File: config.mk
export PLATFORM = sky130hd
export DESIGN_NAME = spmt_controller
export DESIGN_NICKNAME = d
export VERILOG_FILES = /design/src/common/spmt_pkg.sv /design/src/verilog/spmt_field_len.sv /design/src/verilog/spmt_controller.sv
export SDC_FILE = /design/constraint.sdc
export NUM_CORES = 2
export LEC_CHECK = 0
export CAP_MARGIN = 20
export CORE_ASPECT_RATIO = 1.5
export CORE_MARGIN = 2
export CORE_UTILIZATION = 35
export DETAILED_ROUTE_END_ITERATION = 10
export DONT_BUFFER_PORTS = 1
export GPL_ROUTABILITY_DRIVEN = 0
export PLACE_DENSITY_LB_ADDON = 0.25
export SLEW_MARGIN = 5
export SYNTH_ARGS = -nofsm -noshare
export SYNTH_HDL_FRONTEND = slang
export SYNTH_SLANG_ARGS = --single-unit
File: constraint.sdc
create_clock -name pclk -period 7.04 [get_ports pclk]
set_input_delay 0.352 -clock pclk [delete_from_list [all_inputs] [get_ports pclk]]
set_output_delay 0.352 -clock pclk [all_outputs]
set_load 0.03 [all_outputs]
File: src/common/spmt_pkg.sv
package spmt_pkg;
  localparam int NUM_CS = 8;
  localparam int ADDR_W = 26;
  // register map, byte offsets inside one chip select block
  localparam logic [7:0] OFF_SETUP = 8'h00;
  localparam logic [7:0] OFF_PULSE = 8'h04;
  localparam logic [7:0] OFF_CYCLE = 8'h08;
  localparam logic [7:0] OFF_MODE = 8'h0c;
  localparam logic [7:0] CS_STRIDE = 8'h10;
  localparam logic [7:0] MAP_END = 8'h80;
  // reset values
  localparam logic [31:0] RST_SETUP = 32'h00000000;
  localparam logic [31:0] RST_PULSE = 32'h01010101;
  localparam logic [31:0] RST_CYCLE = 32'h00030003;
  localparam logic [31:0] RST_MODE = 32'h10001000;
  // writable bits, the rest read zero
  localparam logic [31:0] MASK_SETUP = 32'h3f3f3f3f;
  localparam logic [31:0] MASK_PULSE = 32'h7f7f7f7f;
  localparam logic [31:0] MASK_CYCLE = 32'h01ff01ff;
  localparam logic [31:0] MASK_MODE = 32'h311f3133;
  // setup and pulse field positions
  localparam int F_WE = 0;
  localparam int F_CS_WR = 8;
  localparam int F_RD = 16;
  localparam int F_CS_RD = 24;
  localparam int SETUP_W = 6;
  localparam int PULSE_W = 7;
  // cycle field positions
  localparam int F_WR_CYCLE = 0;
  localparam int F_RD_CYCLE = 16;
  localparam int CYCLE_W = 9;
  // mode field positions
  localparam int F_BAT = 8;
  localparam int F_DBW = 12;
  localparam int F_PAGE_MODE_ENABLE = 24;
  localparam int F_PS = 28;
  localparam logic [1:0] DBW_16 = 2'h1;
  localparam logic [1:0] DBW_32 = 2'h2;
  localparam logic [25:0] PAGE_MIN = 26'h0000004;
  localparam logic [25:0] IGN_16 = 26'h0000001;
  localparam logic [25:0] IGN_32 = 26'h0000003;

  typedef enum logic [4:0] {
    ST_IDLE = 5'h01,
    ST_STD = 5'h02,
    ST_PAGE = 5'h04,
    ST_PGOPEN = 5'h08,
    ST_GAP = 5'h10
  } spmt_state_type;

  typedef struct packed {
    logic [2:0] cs;
    logic [25:0] addr;
    logic write;
    logic [3:0] be;
    logic [31:0] wdata;
  } spmt_req_type;
endpackage : spmt_pkg

File: src/verilog/spmt_field_len.sv
`timescale 1ns/1ps
// field to cycle count: (top bits << sh) + low bits
module spmt_field_len #(
  parameter int FW = 6,
  parameter int LW = 5,
  parameter int SH = 7
) (
  // field
  input wire logic [FW-1:0] field,
  // length in cycles
  output logic [9:0] len
);
  assign len = (10'(field[FW-1:LW]) << SH) + 10'(field[LW-1:0]);
endmodule : spmt_field_len

File: src/verilog/spmt_controller.sv
`timescale 1ns/1ps
module spmt_controller (
  // clock and reset
  input wire logic pclk,
  input wire logic presetn,
  // apb slave
  input wire logic psel,
  input wire logic penable,
  input wire logic pwrite,
  input wire logic [7:0] paddr,
  input wire logic [31:0] pwdata,
  output logic [31:0] prdata,
  output logic pready,
  output logic pslverr,
  // access requests
  input wire logic req_valid,
  input wire spmt_pkg::spmt_req_type req,
  output logic req_ready,
  output logic rd_valid,
  output logic [31:0] rd_data,
  // memory pins
  output logic [7:0] chip_select_n,
  output logic read_strobe_n,
  output logic write_strobe_n,
  output logic [3:0] byte_select_n,
  output logic [25:0] mem_addr,
  output logic [31:0] mem_data_out,
  output logic mem_data_oe,
  input wire logic [31:0] mem_data_in
);
  ////////////////////////////////////////////////////////////////////////
  // register bank
  logic [7:0][31:0] stg_setup_q;
  logic [7:0][31:0] stg_pulse_q;
  logic [7:0][31:0] stg_cycle_q;
  logic [7:0][31:0] act_setup_q;
  logic [7:0][31:0] act_pulse_q;
  logic [7:0][31:0] act_cycle_q;
  logic [7:0][31:0] mode_q;
  logic [31:0] prdata_q;
  logic [31:0] rd_mux;

  wire apb_wr = psel & penable & pwrite;
  wire mapped = (paddr < spmt_pkg::MAP_END) & (paddr[1:0] == 2'h0);
  wire [2:0] reg_cs = paddr[6:4];
  wire [3:0] reg_off = paddr[3:0];
  wire wr_ok = apb_wr & mapped;
  wire wr_setup = wr_ok & (reg_off == spmt_pkg::OFF_SETUP[3:0]);
  wire wr_pulse = wr_ok & (reg_off == spmt_pkg::OFF_PULSE[3:0]);
  wire wr_cycle = wr_ok & (reg_off == spmt_pkg::OFF_CYCLE[3:0]);
  wire wr_mode = wr_ok & (reg_off == spmt_pkg::OFF_MODE[3:0]);

  assign pready = 1'b1;
  assign pslverr = psel & penable & ~mapped;
  assign prdata = prdata_q;

  always_comb begin
    case (reg_off)
      spmt_pkg::OFF_SETUP[3:0]: rd_mux = stg_setup_q[reg_cs];
      spmt_pkg::OFF_PULSE[3:0]: rd_mux = stg_pulse_q[reg_cs];
      spmt_pkg::OFF_CYCLE[3:0]: rd_mux = stg_cycle_q[reg_cs];
      spmt_pkg::OFF_MODE[3:0]: rd_mux = mode_q[reg_cs];
      default: rd_mux = 32'h00000000;
    endcase
  end

  always_ff @(posedge pclk or negedge presetn) begin
    if (!presetn) begin
      stg_setup_q <= {8{spmt_pkg::RST_SETUP}};
      stg_pulse_q <= {8{spmt_pkg::RST_PULSE}};
      stg_cycle_q <= {8{spmt_pkg::RST_CYCLE}};
      act_setup_q <= {8{spmt_pkg::RST_SETUP}};
      act_pulse_q <= {8{spmt_pkg::RST_PULSE}};
      act_cycle_q <= {8{spmt_pkg::RST_CYCLE}};
      mode_q <= {8{spmt_pkg::RST_MODE}};
      prdata_q <= 32'h00000000;
    end else begin
      if (wr_setup) stg_setup_q[reg_cs] <= pwdata & spmt_pkg::MASK_SETUP;
      if (wr_pulse) stg_pulse_q[reg_cs] <= pwdata & spmt_pkg::MASK_PULSE;
      if (wr_cycle) stg_cycle_q[reg_cs] <= pwdata & spmt_pkg::MASK_CYCLE;
      if (wr_mode) begin
        mode_q[reg_cs] <= pwdata & spmt_pkg::MASK_MODE;
        act_setup_q <= stg_setup_q;
        act_pulse_q <= stg_pulse_q;
        act_cycle_q <= stg_cycle_q;
      end
      if (psel && !penable && !pwrite) begin
        prdata_q <= mapped ? rd_mux : 32'h00000000;
      end
    end
  end

  ////////////////////////////////////////////////////////////////////////
  // timing of the access in progress
  spmt_pkg::spmt_state_type state_q;
  spmt_pkg::spmt_state_type state_d;
  logic [2:0] cur_cs_q;
  logic [25:0] cur_addr_q;
  logic cur_wr_q;
  logic [3:0] cur_be_q;
  logic first_q;
  logic [9:0] cnt_q;
  logic [9:0] st_set_len;
  logic [9:0] cs_set_len;
  logic [9:0] st_pul_len;
  logic [9:0] cs_pul_len;
  logic [9:0] cyc_len;

  wire [31:0] c_set = act_setup_q[cur_cs_q];
  wire [31:0] c_pul = act_pulse_q[cur_cs_q];
  wire [31:0] c_cyc = act_cycle_q[cur_cs_q];
  wire [31:0] c_mode = mode_q[cur_cs_q];
  // direction picks write or read fields
  wire [5:0] st_set_f = cur_wr_q ? c_set[spmt_pkg::F_WE +: 6]
                                 : c_set[spmt_pkg::F_RD +: 6];
  wire [5:0] cs_set_f = cur_wr_q ? c_set[spmt_pkg::F_CS_WR +: 6]
                                 : c_set[spmt_pkg::F_CS_RD +: 6];
  wire [6:0] st_pul_f = cur_wr_q ? c_pul[spmt_pkg::F_WE +: 7]
                                 : c_pul[spmt_pkg::F_RD +: 7];
  wire [6:0] cs_pul_f = cur_wr_q ? c_pul[spmt_pkg::F_CS_WR +: 7]
                                 : c_pul[spmt_pkg::F_CS_RD +: 7];
  wire [8:0] cyc_f = cur_wr_q ? c_cyc[spmt_pkg::F_WR_CYCLE +: 9]
                              : c_cyc[spmt_pkg::F_RD_CYCLE +: 9];

  spmt_field_len #(.FW(6), .LW(5), .SH(7)) u_st_set (
    .field(st_set_f),
    .len(st_set_len)
  );
  spmt_field_len #(.FW(6), .LW(5), .SH(7)) u_cs_set (
    .field(cs_set_f),
    .len(cs_set_len)
  );
  spmt_field_len #(.FW(7), .LW(6), .SH(8)) u_st_pul (
    .field(st_pul_f),
    .len(st_pul_len)
  );
  spmt_field_len #(.FW(7), .LW(6), .SH(8)) u_cs_pul (
    .field(cs_pul_f),
    .len(cs_pul_len)
  );
  spmt_field_len #(.FW(9), .LW(7), .SH(8)) u_cyc (
    .field(cyc_f),
    .len(cyc_len)
  );

  ////////////////////////////////////////////////////////////////////////
  // page decision for the incoming request
  wire [31:0] r_mode = mode_q[req.cs];
  wire req_page_rd = r_mode[spmt_pkg::F_PAGE_MODE_ENABLE] & ~req.write;
  wire [1:0] r_ps = r_mode[spmt_pkg::F_PS +: 2];
  wire [1:0] r_dbw = r_mode[spmt_pkg::F_DBW +: 2];
  // in-page offset mask, page aligned to its size
  wire [25:0] pg_low = 26'((spmt_pkg::PAGE_MIN << r_ps) - 26'h1);
  wire same_page = ((req.addr ^ cur_addr_q) & ~pg_low) == 26'h0;
  wire [25:0] ign = (r_dbw == spmt_pkg::DBW_16) ? spmt_pkg::IGN_16 :
                    (r_dbw == spmt_pkg::DBW_32) ? spmt_pkg::IGN_32 : 26'h0;
  wire page_hit = (state_q == spmt_pkg::ST_PGOPEN) & req_page_rd &
                  (req.cs == cur_cs_q) & same_page;
  assign req_ready = (state_q == spmt_pkg::ST_IDLE) | page_hit;
  wire take = req_valid & req_ready;

  // first access takes the chip select pulse length, later ones the strobe pulse length, no coherency check
  wire [9:0] pg_len = first_q ? cs_pul_len : st_pul_len;
  wire [9:0] pg_last = (pg_len == 10'h0) ? 10'h0 : pg_len - 10'h1;
  wire [9:0] cyc_last = (cyc_len == 10'h0) ? 10'h0 : cyc_len - 10'h1;
  wire std_end = (state_q == spmt_pkg::ST_STD) & (cnt_q == cyc_last);
  wire pg_end = (state_q == spmt_pkg::ST_PAGE) & (cnt_q == pg_last);
  wire acc_end = std_end | pg_end;

  always_comb begin
    state_d = state_q;
    case (state_q)
      spmt_pkg::ST_IDLE: begin
        if (take) begin
          state_d = req_page_rd ? spmt_pkg::ST_PAGE : spmt_pkg::ST_STD;
        end
      end
      spmt_pkg::ST_STD: begin
        if (acc_end) state_d = spmt_pkg::ST_IDLE;
      end
      spmt_pkg::ST_PAGE: begin
        if (acc_end) state_d = spmt_pkg::ST_PGOPEN;
      end
      spmt_pkg::ST_PGOPEN: begin
        if (take) begin
          state_d = spmt_pkg::ST_PAGE;
        end else if (req_valid) begin
          state_d = spmt_pkg::ST_GAP;
        end
      end
      spmt_pkg::ST_GAP: state_d = spmt_pkg::ST_IDLE;
      default: state_d = spmt_pkg::ST_IDLE;
    endcase
  end

  wire counting = (state_q == spmt_pkg::ST_STD) |
                  (state_q == spmt_pkg::ST_PAGE);

  always_ff @(posedge pclk or negedge presetn) begin
    if (!presetn) begin
      state_q <= spmt_pkg::ST_IDLE;
      cnt_q <= 10'h0;
      first_q <= 1'b0;
      cur_cs_q <= 3'h0;
      cur_addr_q <= 26'h0;
      cur_wr_q <= 1'b0;
      cur_be_q <= 4'h0;
    end else begin
      state_q <= state_d;
      if (take) begin
        cnt_q <= 10'h0;
        first_q <= (state_q == spmt_pkg::ST_IDLE);
        cur_cs_q <= req.cs;
        cur_addr_q <= req.addr;
        cur_wr_q <= req.write;
        cur_be_q <= req.be;
      end else if (counting && !acc_end) begin
        cnt_q <= cnt_q + 10'h1;
      end
    end
  end

  ////////////////////////////////////////////////////////////////////////
  // pin waveforms, registered
  wire [10:0] cs_stop = 11'(cs_set_len) + 11'(cs_pul_len);
  wire [10:0] st_stop = 11'(st_set_len) + 11'(st_pul_len);
  wire std_on = state_q == spmt_pkg::ST_STD;
  wire cs_win = ({1'b0, cnt_q} >= {1'b0, cs_set_len}) &
                ({1'b0, cnt_q} < cs_stop);
  wire st_win = ({1'b0, cnt_q} >= {1'b0, st_set_len}) &
                ({1'b0, cnt_q} < st_stop);
  // page mode holds both low regardless of setup and hold
  wire pg_on = (state_q == spmt_pkg::ST_PAGE) |
               (state_q == spmt_pkg::ST_PGOPEN);
  wire cs_act = (std_on & cs_win) | pg_on;
  wire rd_act = (std_on & st_win & ~cur_wr_q) | pg_on;
  wire wr_act = std_on & st_win & cur_wr_q;
  wire use_bsel = ~c_mode[spmt_pkg::F_BAT] &
                  (c_mode[spmt_pkg::F_DBW +: 2] != 2'h0);
  logic [31:0] din_meta_q;
  logic [31:0] din_sync_q;

  always_ff @(posedge pclk or negedge presetn) begin
    if (!presetn) begin
      chip_select_n <= 8'hff;
      read_strobe_n <= 1'b1;
      write_strobe_n <= 1'b1;
      byte_select_n <= 4'hf;
      mem_addr <= 26'h0;
      mem_data_out <= 32'h0;
      mem_data_oe <= 1'b0;
      din_meta_q <= 32'h0;
      din_sync_q <= 32'h0;
      rd_valid <= 1'b0;
      rd_data <= 32'h0;
    end else begin
      chip_select_n <= cs_act ? ~(8'h01 << cur_cs_q) : 8'hff;
      read_strobe_n <= ~rd_act;
      write_strobe_n <= ~wr_act;
      byte_select_n <= (cs_act && use_bsel) ? ~cur_be_q : 4'hf;
      if (take) begin
        mem_addr <= req.addr & ~ign;
        mem_data_out <= req.wdata;
      end
      mem_data_oe <= std_on & cur_wr_q;
      din_meta_q <= mem_data_in;
      din_sync_q <= din_meta_q;
      rd_valid <= acc_end & ~cur_wr_q;
      if (acc_end && !cur_wr_q) rd_data <= din_sync_q;
    end
  end

  ////////////////////////////////////////////////////////////////////////
  // checks
  logic [9:0] pg_cnt_q;
  always_ff @(posedge pclk or negedge presetn) begin
    if (!presetn) begin
      pg_cnt_q <= 10'h0;
    end else if (state_q == spmt_pkg::ST_PAGE && !acc_end) begin
      pg_cnt_q <= pg_cnt_q + 10'h1;
    end else begin
      pg_cnt_q <= 10'h0;
    end
  end
  wire [9:0] exp_first = (10'(c_pul[spmt_pkg::F_CS_RD + 6]) << 8) +
                         10'(c_pul[spmt_pkg::F_CS_RD +: 6]);

  page_rd_low_a: assert property (
    @(posedge pclk) disable iff (!presetn)
    (state_q == spmt_pkg::ST_PAGE) |=>
      (read_strobe_n == 1'b0 && chip_select_n != 8'hff))
    else $error("page read strobes not held low");

  page_first_len_a: assert property (
    @(posedge pclk) disable iff (!presetn)
    (pg_end && first_q && exp_first != 10'h0) |->
      (pg_cnt_q + 10'h1 == exp_first))
    else $error("first page access length wrong");

  page_hit_short_a: assert property (
    @(posedge pclk) disable iff (!presetn)
    (state_q == spmt_pkg::ST_PGOPEN && req_valid && page_hit) |=>
      (state_q == spmt_pkg::ST_PAGE && !first_q))
    else $error("page hit did not take short access");

  page_break_a: assert property (
    @(posedge pclk) disable iff (!presetn)
    (state_q == spmt_pkg::ST_PGOPEN && req_valid && !page_hit) |=>
      (state_q == spmt_pkg::ST_GAP) ##1 (state_q == spmt_pkg::ST_IDLE))
    else $error("page break not taken");

  gap_cs_high_a: assert property (
    @(posedge pclk) disable iff (!presetn)
    (state_q == spmt_pkg::ST_GAP) |=> (chip_select_n == 8'hff))
    else $error("chip select not released between accesses");

  mode_commit_a: assert property (
    @(posedge pclk) disable iff (!presetn)
    wr_mode |=> (act_pulse_q == $past(stg_pulse_q) &&
                 act_setup_q == $past(stg_setup_q)))
    else $error("mode write did not commit timings");

  no_commit_a: assert property (
    @(posedge pclk) disable iff (!presetn)
    (wr_setup || wr_pulse) |=> $stable(act_pulse_q) && $stable(act_setup_q))
    else $error("timing applied before mode write");

  wr_no_read_a: assert property (
    @(posedge pclk) disable iff (!presetn)
    (state_q == spmt_pkg::ST_STD && cur_wr_q) |=> (read_strobe_n == 1'b1))
    else $error("read strobe active during write");
endmodule : spmt_controller

Word level (Yosys, flattened, before mapping)
Cells that the tools add are included.
{"block": "word_totals", "reg_bits": 2044, "inputBits": 144, "out_inout_bits": 141}
{"block": "op_classes", "n_addsub": 11, "magnitude_cmp": 9, "eq_ne": 16, "shifts": 2, "muxes": 47, "n_bitwise": 44, "reduce_logical": 18}
{"operator": "$bwmux W256", "n": 4}
{"operator": "$bmux W32 S3", "n": 9}
{"operator": "$mux W32", "n": 6}
{"operator": "$pmux W32 S4", "n": 1}
{"operator": "$demux W32 S3", "n": 1}
{"operator": "$mux W30", "n": 2}
{"operator": "$and A26 B26 Y26", "n": 2}
{"operator": "$mux W10", "n": 5}
{"operator": "$mux W31", "n": 1}
{"operator": "$logic_not A26 Y1", "n": 1}
{"operator": "$not A2 Y26", "n": 1}
{"operator": "$not A26 Y26", "n": 1}
{"operator": "$shl A3 B2 Y26 const A", "n": 1}
{"operator": "$sub A26 B1 Y26 const B", "n": 1}
{"operator": "$xor A26 B26 Y26", "n": 1}
{"operator": "$and A1 B1 Y1", "n": 25}
{"operator": "$mux W25", "n": 1}
{"operator": "$mux W5", "n": 5}
{"operator": "$add A10 B10 Y11", "n": 2}
{"operator": "$lt A10 B11 Y1", "n": 2}
{"operator": "$add A9 B6 Y10", "n": 2}
{"operator": "$eq A10 B10 Y1", "n": 2}
{"operator": "$ge A10 B10 Y1", "n": 2}
{"operator": "$logic_not A10 Y1", "n": 2}
{"operator": "other kinds (38)", "n": 67}

Longest topological paths before layout
{"block": "depth", "ltp_word": 14, "ltp_mapped": 24}

Modules after synthesis
A second synthesis with hierarchy kept.
{"block": "unflattened", "hier_cells": 4524, "area_unflattened_um2": 65883.2}
{"module": "spmt_controller", "instances": 1, "cells_per_inst": 4469, "area_per_inst_um2": 65489.1, "seq_area_each_um2": 36834.1}
{"module": "spmt_field_len", "instances": 5, "cells_per_inst": 11, "area_per_inst_um2": 78.8, "seq_area_each_um2": 0.0}

Worst setup path after synthesis
No wires, ideal clock.
{"block": "synth_timing", "path_type": "reg-to-reg", "start": "register cur_cs_q[0]", "end": "register chip_select_n[3]", "setup_ns": 0.097, "arrival_time_ns": 5.634, "path_slack_ns": 1.309, "stages_incl_launch_ff": 25, "path_buffers": 8, "period_less_slack_ns": 5.731, "path_cell_list": "dfrtp_1 > buf_2 > buf_2 > clkbuf_1 > buf_1 > buf_1 > clkbuf_1 > buf_1 > clkbuf_1 > a211oi_1 > a21oi_1 > ha_1 > fa_1 > inv_1 > ha_1 > a21o_1 > a21o_1 > a21o_1 > a21o_1 > a21o_1 > a21oi_1 > nor2_1 > o21ai_0 > nor2b_1 > nand3_1"}
{"block": "synth_between", "elab_chain_len": 10}
{"element": "start, declared", "line_no": "spmt_controller.sv:97", "text": "logic [2:0] cur_cs_q;"}
{"element": "start signal, assigned", "line_no": "spmt_controller.sv:213", "text": "cur_cs_q <= req.cs;"}
{"element": "$bmux W32 S3, on equally long branches", "line_no": "spmt_controller.sv:110, spmt_controller.sv:109"}
{"element": "$mux W31 (implied by the code) or $mux W30 (tied branches)", "line_no": "spmt_controller.sv:110, spmt_controller.sv:109"}
{"element": "$mux W7 or $mux W6 (tied branches)", "line_no": "spmt_controller.sv:120, spmt_controller.sv:116"}
{"element": "$add A9 B6 Y10 or $add A8 B5 Y9 (tied branches)", "line_no": "spmt_field_len.sv:13", "text": "assign len = (10'(field[FW-1:LW]) << SH) + 10'(field[LW-1:0]);"}
{"element": "$add A10 B10 Y11", "line_no": "spmt_controller.sv:225", "text": "wire [10:0] cs_stop = 11'(cs_set_len) + 11'(cs_pul_len);"}
{"element": "$lt A10 B11 Y1", "line_no": "spmt_controller.sv:229", "text": "({1'b0, cnt_q} < cs_stop);"}
{"element": "$and A1 B1 Y1", "line_no": "spmt_controller.sv:228", "text": "wire cs_win = ({1'b0, cnt_q} >= {1'b0, cs_set_len}) &"}
{"element": "$and A1 B1 Y1", "line_no": "spmt_controller.sv:235", "text": "wire cs_act = (std_on & cs_win) | pg_on;"}
{"element": "$or A1 B1 Y1", "line_no": "spmt_controller.sv:235"}
{"element": "$mux W8 *", "line_no": "spmt_controller.sv:257", "text": "chip_select_n <= cs_act ? ~(8'h01 << cur_cs_q) : 8'hff;"}
{"element": "end signal, assigned", "line_no": "spmt_controller.sv:257"}
{"element": "end, declared", "line_no": "spmt_controller.sv:22", "text": "output logic [7:0] chip_select_n,"}
Mark *: on every way between the ends. The rest lies on a longest branch, timed or not. The select of a mux whose other input is x is not followed.
A chain may end at the register's enable or synchronous reset.

Worst setup path after layout
{"block": "layout_timing", "start": "register cur_cs_q[1]", "end": "register rd_data[1]"}
{"block": "layout_between", "elab_chain_len": 11}
{"element": "$bmux W32 S3", "line_no": "spmt_controller.sv:110", "text": "wire [31:0] c_pul = act_pulse_q[cur_cs_q];"}
{"element": "$mux W31 (implied by the code)", "line_no": "spmt_controller.sv:110"}
{"element": "$mux W7, on equally long branches", "line_no": "spmt_controller.sv:118, spmt_controller.sv:120"}
{"element": "$add A9 B6 Y10", "line_no": "spmt_field_len.sv:13"}
{"element": "$mux W10", "line_no": "spmt_controller.sv:163", "text": "wire [9:0] pg_len = first_q ? cs_pul_len : st_pul_len;"}
{"element": "$sub A10 B1 Y10 or $logic_not A10 Y1 (tied branches)", "line_no": "spmt_controller.sv:164", "text": "wire [9:0] pg_last = (pg_len == 10'h0) ? 10'h0 : pg_len - 10'h1;"}
{"element": "$mux W10", "line_no": "spmt_controller.sv:164"}
{"element": "$eq A10 B10 Y1", "line_no": "spmt_controller.sv:167", "text": "wire pg_end = (state_q == spmt_pkg::ST_PAGE) & (cnt_q == pg_last);"}
{"element": "$and A1 B1 Y1", "line_no": "spmt_controller.sv:167"}
{"element": "$or A1 B1 Y1 *", "line_no": "spmt_controller.sv:168", "text": "wire acc_end = std_end | pg_end;"}
{"element": "$logic_and A1 B1 Y1 *", "line_no": "spmt_controller.sv:269", "text": "if (acc_end && !cur_wr_q) rd_data <= din_sync_q;"}
{"element": "end signal, assigned", "line_no": "spmt_controller.sv:269"}
{"element": "end, declared", "line_no": "spmt_controller.sv:20", "text": "output logic [31:0] rd_data,"}
Marks and branches as above.

==> results by group <==
Worst hold path
  • Hold Startpoint: paddr[3]
  • Hold Crit Depth: 3
  • Min-delay worst type: input pin to register
  • Hold Path End: prdata[11]$_DFFE_PN0P_

Synth
  • Dominant synthesized flop cell: dfrtp_1
  • Post-synth EDFFs: 0
  • Count of different cell masters after synthesis: 82
  • Synthesized area: 0.0652 sq mm
  • Mapped Avg Cell Area: 14.4 sq um
  • Synth warn: 0
  • Ys async rst share: 1.00
  • Post-Synthesis Cells: 4539
  • #FFs+latches synth: 1464
  • Post-synthesis sequential area ratio: 0.565

Pwr
  • P_leak: 34.3 nW
  • PD cells: 280 mW/mm^2
  • Worst VDD drop: 0.251 mV

Floorplanning
  • Die Span X: 356 microns
  • Height of the die: 533 microns
  • Core area: 0.186 sq mm
  • Std cell rows: 194
  • Starting Density: 0.351
  • I/O Pins: 285
  • Die ar.: 0.190 sq mm

Timing
  • Setup TNS: 0 ns
  • Worst Skew: 0.0465 ns
  • Relative slew slack: 0.160
  • Endpoints failing setup: 0
  • Tightest Pin Transition: 1.26 ns
  • Hold_ws: 0.0692 ns
  • Period utilisation layout: 0.851
  • Hold Vio Cnt, Final: 0
  • Unrepaired setup endpoints after global routing: false
  • Slew Limit Fails: 0
  • Tmin final: 5.99 ns
  • Fmax: 0.167 GHz

CTS
  • CTS clock-pin slew for the worst setup and hold paths: 0.07 ns
  • Postcts setup bufs: 0
  • Post-CTS sizing: 0
  • Clock Tree Root: clkbuf_16
  • Clock latency at the later pin of the worst-skew pair: 0.81 ns
  • H-tree depth: 4
  • Sink Count: 1464
  • Num CTS Buffers: 150
  • CTS tree: built
  • Clk buf depth: 4

Worst setup path
  • CP max-delay cell: dfrtp_4
  • Kind of critical path: register to register
  • Reg2reg end: rd_data[1]$_DFFE_PN0P_
  • Crit path from: cur_cs_q[1]$_DFFE_PN0P_
  • Crit end category: register
  • Crit path largest cell delay: 1.10 ns
  • Crit path cell chain: buf_4, mux4_2, mux4_2, mux2i_1, ha_1, o211ai_1, or3_1, o211ai_1, o2111ai_1, nor4_4, a41oi_4, nor2_8, buf_12, mux2_2
  • Critical Path RT: 7.70 ns
  • R2r startpoint: cur_cs_q[1]$_DFFE_PN0P_
  • Arrival time of the worst setup path: 6.65 ns
  • Crit-path max FO: 40
  • Startpoint Class: register
  • R2R cell count: 14
  • R2r setup slk: 1.05 ns

GRT
  • Initial antenna violation count: 12
  • First-pass GRT wire length: 302000 microns
  • Vias in the first global route: 42500
  • All-Layer GR Usage: 0.215
  • Largest net degree at the start of global routing: 247
  • Congestion Overflow GR: 0

Routing
  • Via/cell ratio: 5.60
  • Wire per inst: 28.7 microns
  • Number of DRC markers in iteration 0: 2790
  • Detailed Routing Iterations Pass 1: 5
  • Via count: 40200
  • # DRC: 0
  • Drt total wl: 206000 microns
  • Antenna viol nets, final: 0

Placement
  • IO buf count: 0
  • DP HPWL: 127000 microns

Run
  • # Max-Cap Violations: 0

Finish
  • Nets@finish: 4797
  • Fraction of layout cells with a size suffix above 1: 0.435
  • # fillers: 17100
  • Area grow syn2layout: 14.9%

Run status
  • Outcome: complete, no violations
[cell type report]
class / instances / area (sq um) / area share
multi-input combinational: 2697 / 27100 / 0.362
clock inverter: 41 / 428 / 0.00572
clock buffer: 220 / 4450 / 0.0594
sequential: 1464 / 36800 / 0.492
tap: 2450 / 3070 / 0.0409
inverter: 33 / 124 / 0.00165
timing repair buffer: 265 / 2870 / 0.0383
antenna: 4 / 10.0 / 0.000134
[sequential cells by signal, indices dropped and copies added, names as in the netlist, 3 cells and up]
signal,count
stg_setup_q,192
act_setup_q,192
cur_be_q,4
mem_addr,26
cur_cs_q,3
din_meta_q,32
stg_cycle_q,144
stg_pulse_q,224
mode_q,120
prdata,30
rd_data,32
chip_select_n,8
act_cycle_q,144
cnt_q,10
state_q,5
byte_select_n,4
act_pulse_q,224
mem_data_out,32
din_sync_q,32
[Yosys cell counts (8+ instances only)]
library cell,number,share of area
a221oi_1,71,0.0095
xnor2_1,34,0.0046
a21oi_1,47,0.0036
a22o_1,76,0.010
nor2_1,84,0.0048
a31oi_1,71,0.0068
dfstp_2,159,0.064
mux2_2,1283,0.22
mux2i_1,47,0.0072
nor3_1,27,0.0021
nor2b_1,23,0.0022
a22oi_1,217,0.025
nand3_1,20,0.0015
clkbuf_1,285,0.016
o21ai_0,47,0.0036
nor4_1,21,0.0020
mux4_2,163,0.056
inv_1,32,0.0018
nand2b_1,13,0.0012
nand2_1,198,0.011
buf_1,34,0.0020
dfrtp_1,1305,0.50
or3_1,9,0.00086
nand4_1,23,0.0022
mux2_4,27,0.0062
a21o_1,15,0.0017
buf_2,10,0.00077
ha_1,40,0.0077
or2_2,8,0.00077
a211oi_1,13,0.0015
[where the power goes]
group / switching (mW) / leakage [nW] / internal, mW
registers: 1.01 / 19.6 / 8.74
logic: 1.87 / 12.3 / 1.28
clock network: 3.44 / 2.42 / 4.64
[what timing repair did]
item / CTS / global route
endpoints found under the setup margin: 0 / 0
hold buffers: 160 / 0
hold endpoints to repair: 933 / 0
[routing by layer]
| metal | vias to the layer above | track usage | routed length, microns |
|---|---|---|---|
| li1 | 17000 | - | - |
| met1 | 21800 | 0.263 | 83100 |
| met2 | 1033 | 0.382 | 106000 |
| met3 | 330 | 0.0340 | 9380 |
| met4 | 10 | 0.0743 | 7350 |
| met5 | - | 0 | 65 |
[cell usage in the layout (no fill, tap or decap), types with 76 or more instances in the layout]
master            n
nand2_1         196
a22o_1           76
a22oi_1         217
dfrtp_1        1301
mux2_2         1283
dfstp_2         159
mux4_2          163
clkbuf_16       152
buf_4            79
dlygate4sd3_1   147
[per-stage QoR]
stage | instance area, sq um | worst slack, ns | power, mW | instances | util
after floorplan | 65200 | 1.31 | 11.7 | 4540 | -
after global placement | 68100 | 1.07 | 12.9 | 6742 | 0.367
after detailed placement | 68200 | 1.01 | 12.9 | 6747 | 0.367
after CTS | 74800 | 0.986 | 21.2 | 7168 | 0.403
after global routing | 74900 | 0.733 | 21.8 | 7173 | 0.403
final | 74900 | 1.05 | 21.0 | 7174 | 0.403
[worst max-delay path: cells and delay by family (launching register included)]
| family | cells | cell delay [ns] |
|---|---|---|
| multiplexers | 4 | 1.82 |
| adder cells (fa/ha/maj) | 1 | 0.34 |
| flip-flops | 1 | 1.10 |
| buffers and inverters | 2 | 0.63 |
| AND/OR/NAND/NOR | 3 | 1.04 |
| AO/OA/AOI/OAI | 4 | 0.82 |
[logic make-up (layout without fill, tap and decap cells)]
logic type	after synthesis	count (layout)	share of synthesized area
AOI/OAI and AO/OA	621	621	0.0705
xor gates and xnor gates	41	41	0.00551
adders and majority gates	42	42	0.00829
buffers and inverters	379	559	0.0239
DFF	1464	1464	0.565
muxes	1524	1524	0.292
other	2	7	0.000115
and+or+nand+nor	466	466	0.0342
[how the worst max path moves through the flow]
stage               depth (start not counted)  slack (ns)                         end
detailed placement                         14        1.01      rd_data[1]$_DFFE_PN0P_
global route                               14        0.73      rd_data[1]$_DFFE_PN0P_
CTS                                        14        0.99      rd_data[1]$_DFFE_PN0P_
floorplan                                  24        1.31  chip_select_n[3]$_DFF_PN1_
global placement                           13        1.07     rd_data[30]$_DFFE_PN0P_
finish                                     14        1.05      rd_data[1]$_DFFE_PN0P_
(Power assumes the default switching activity.)
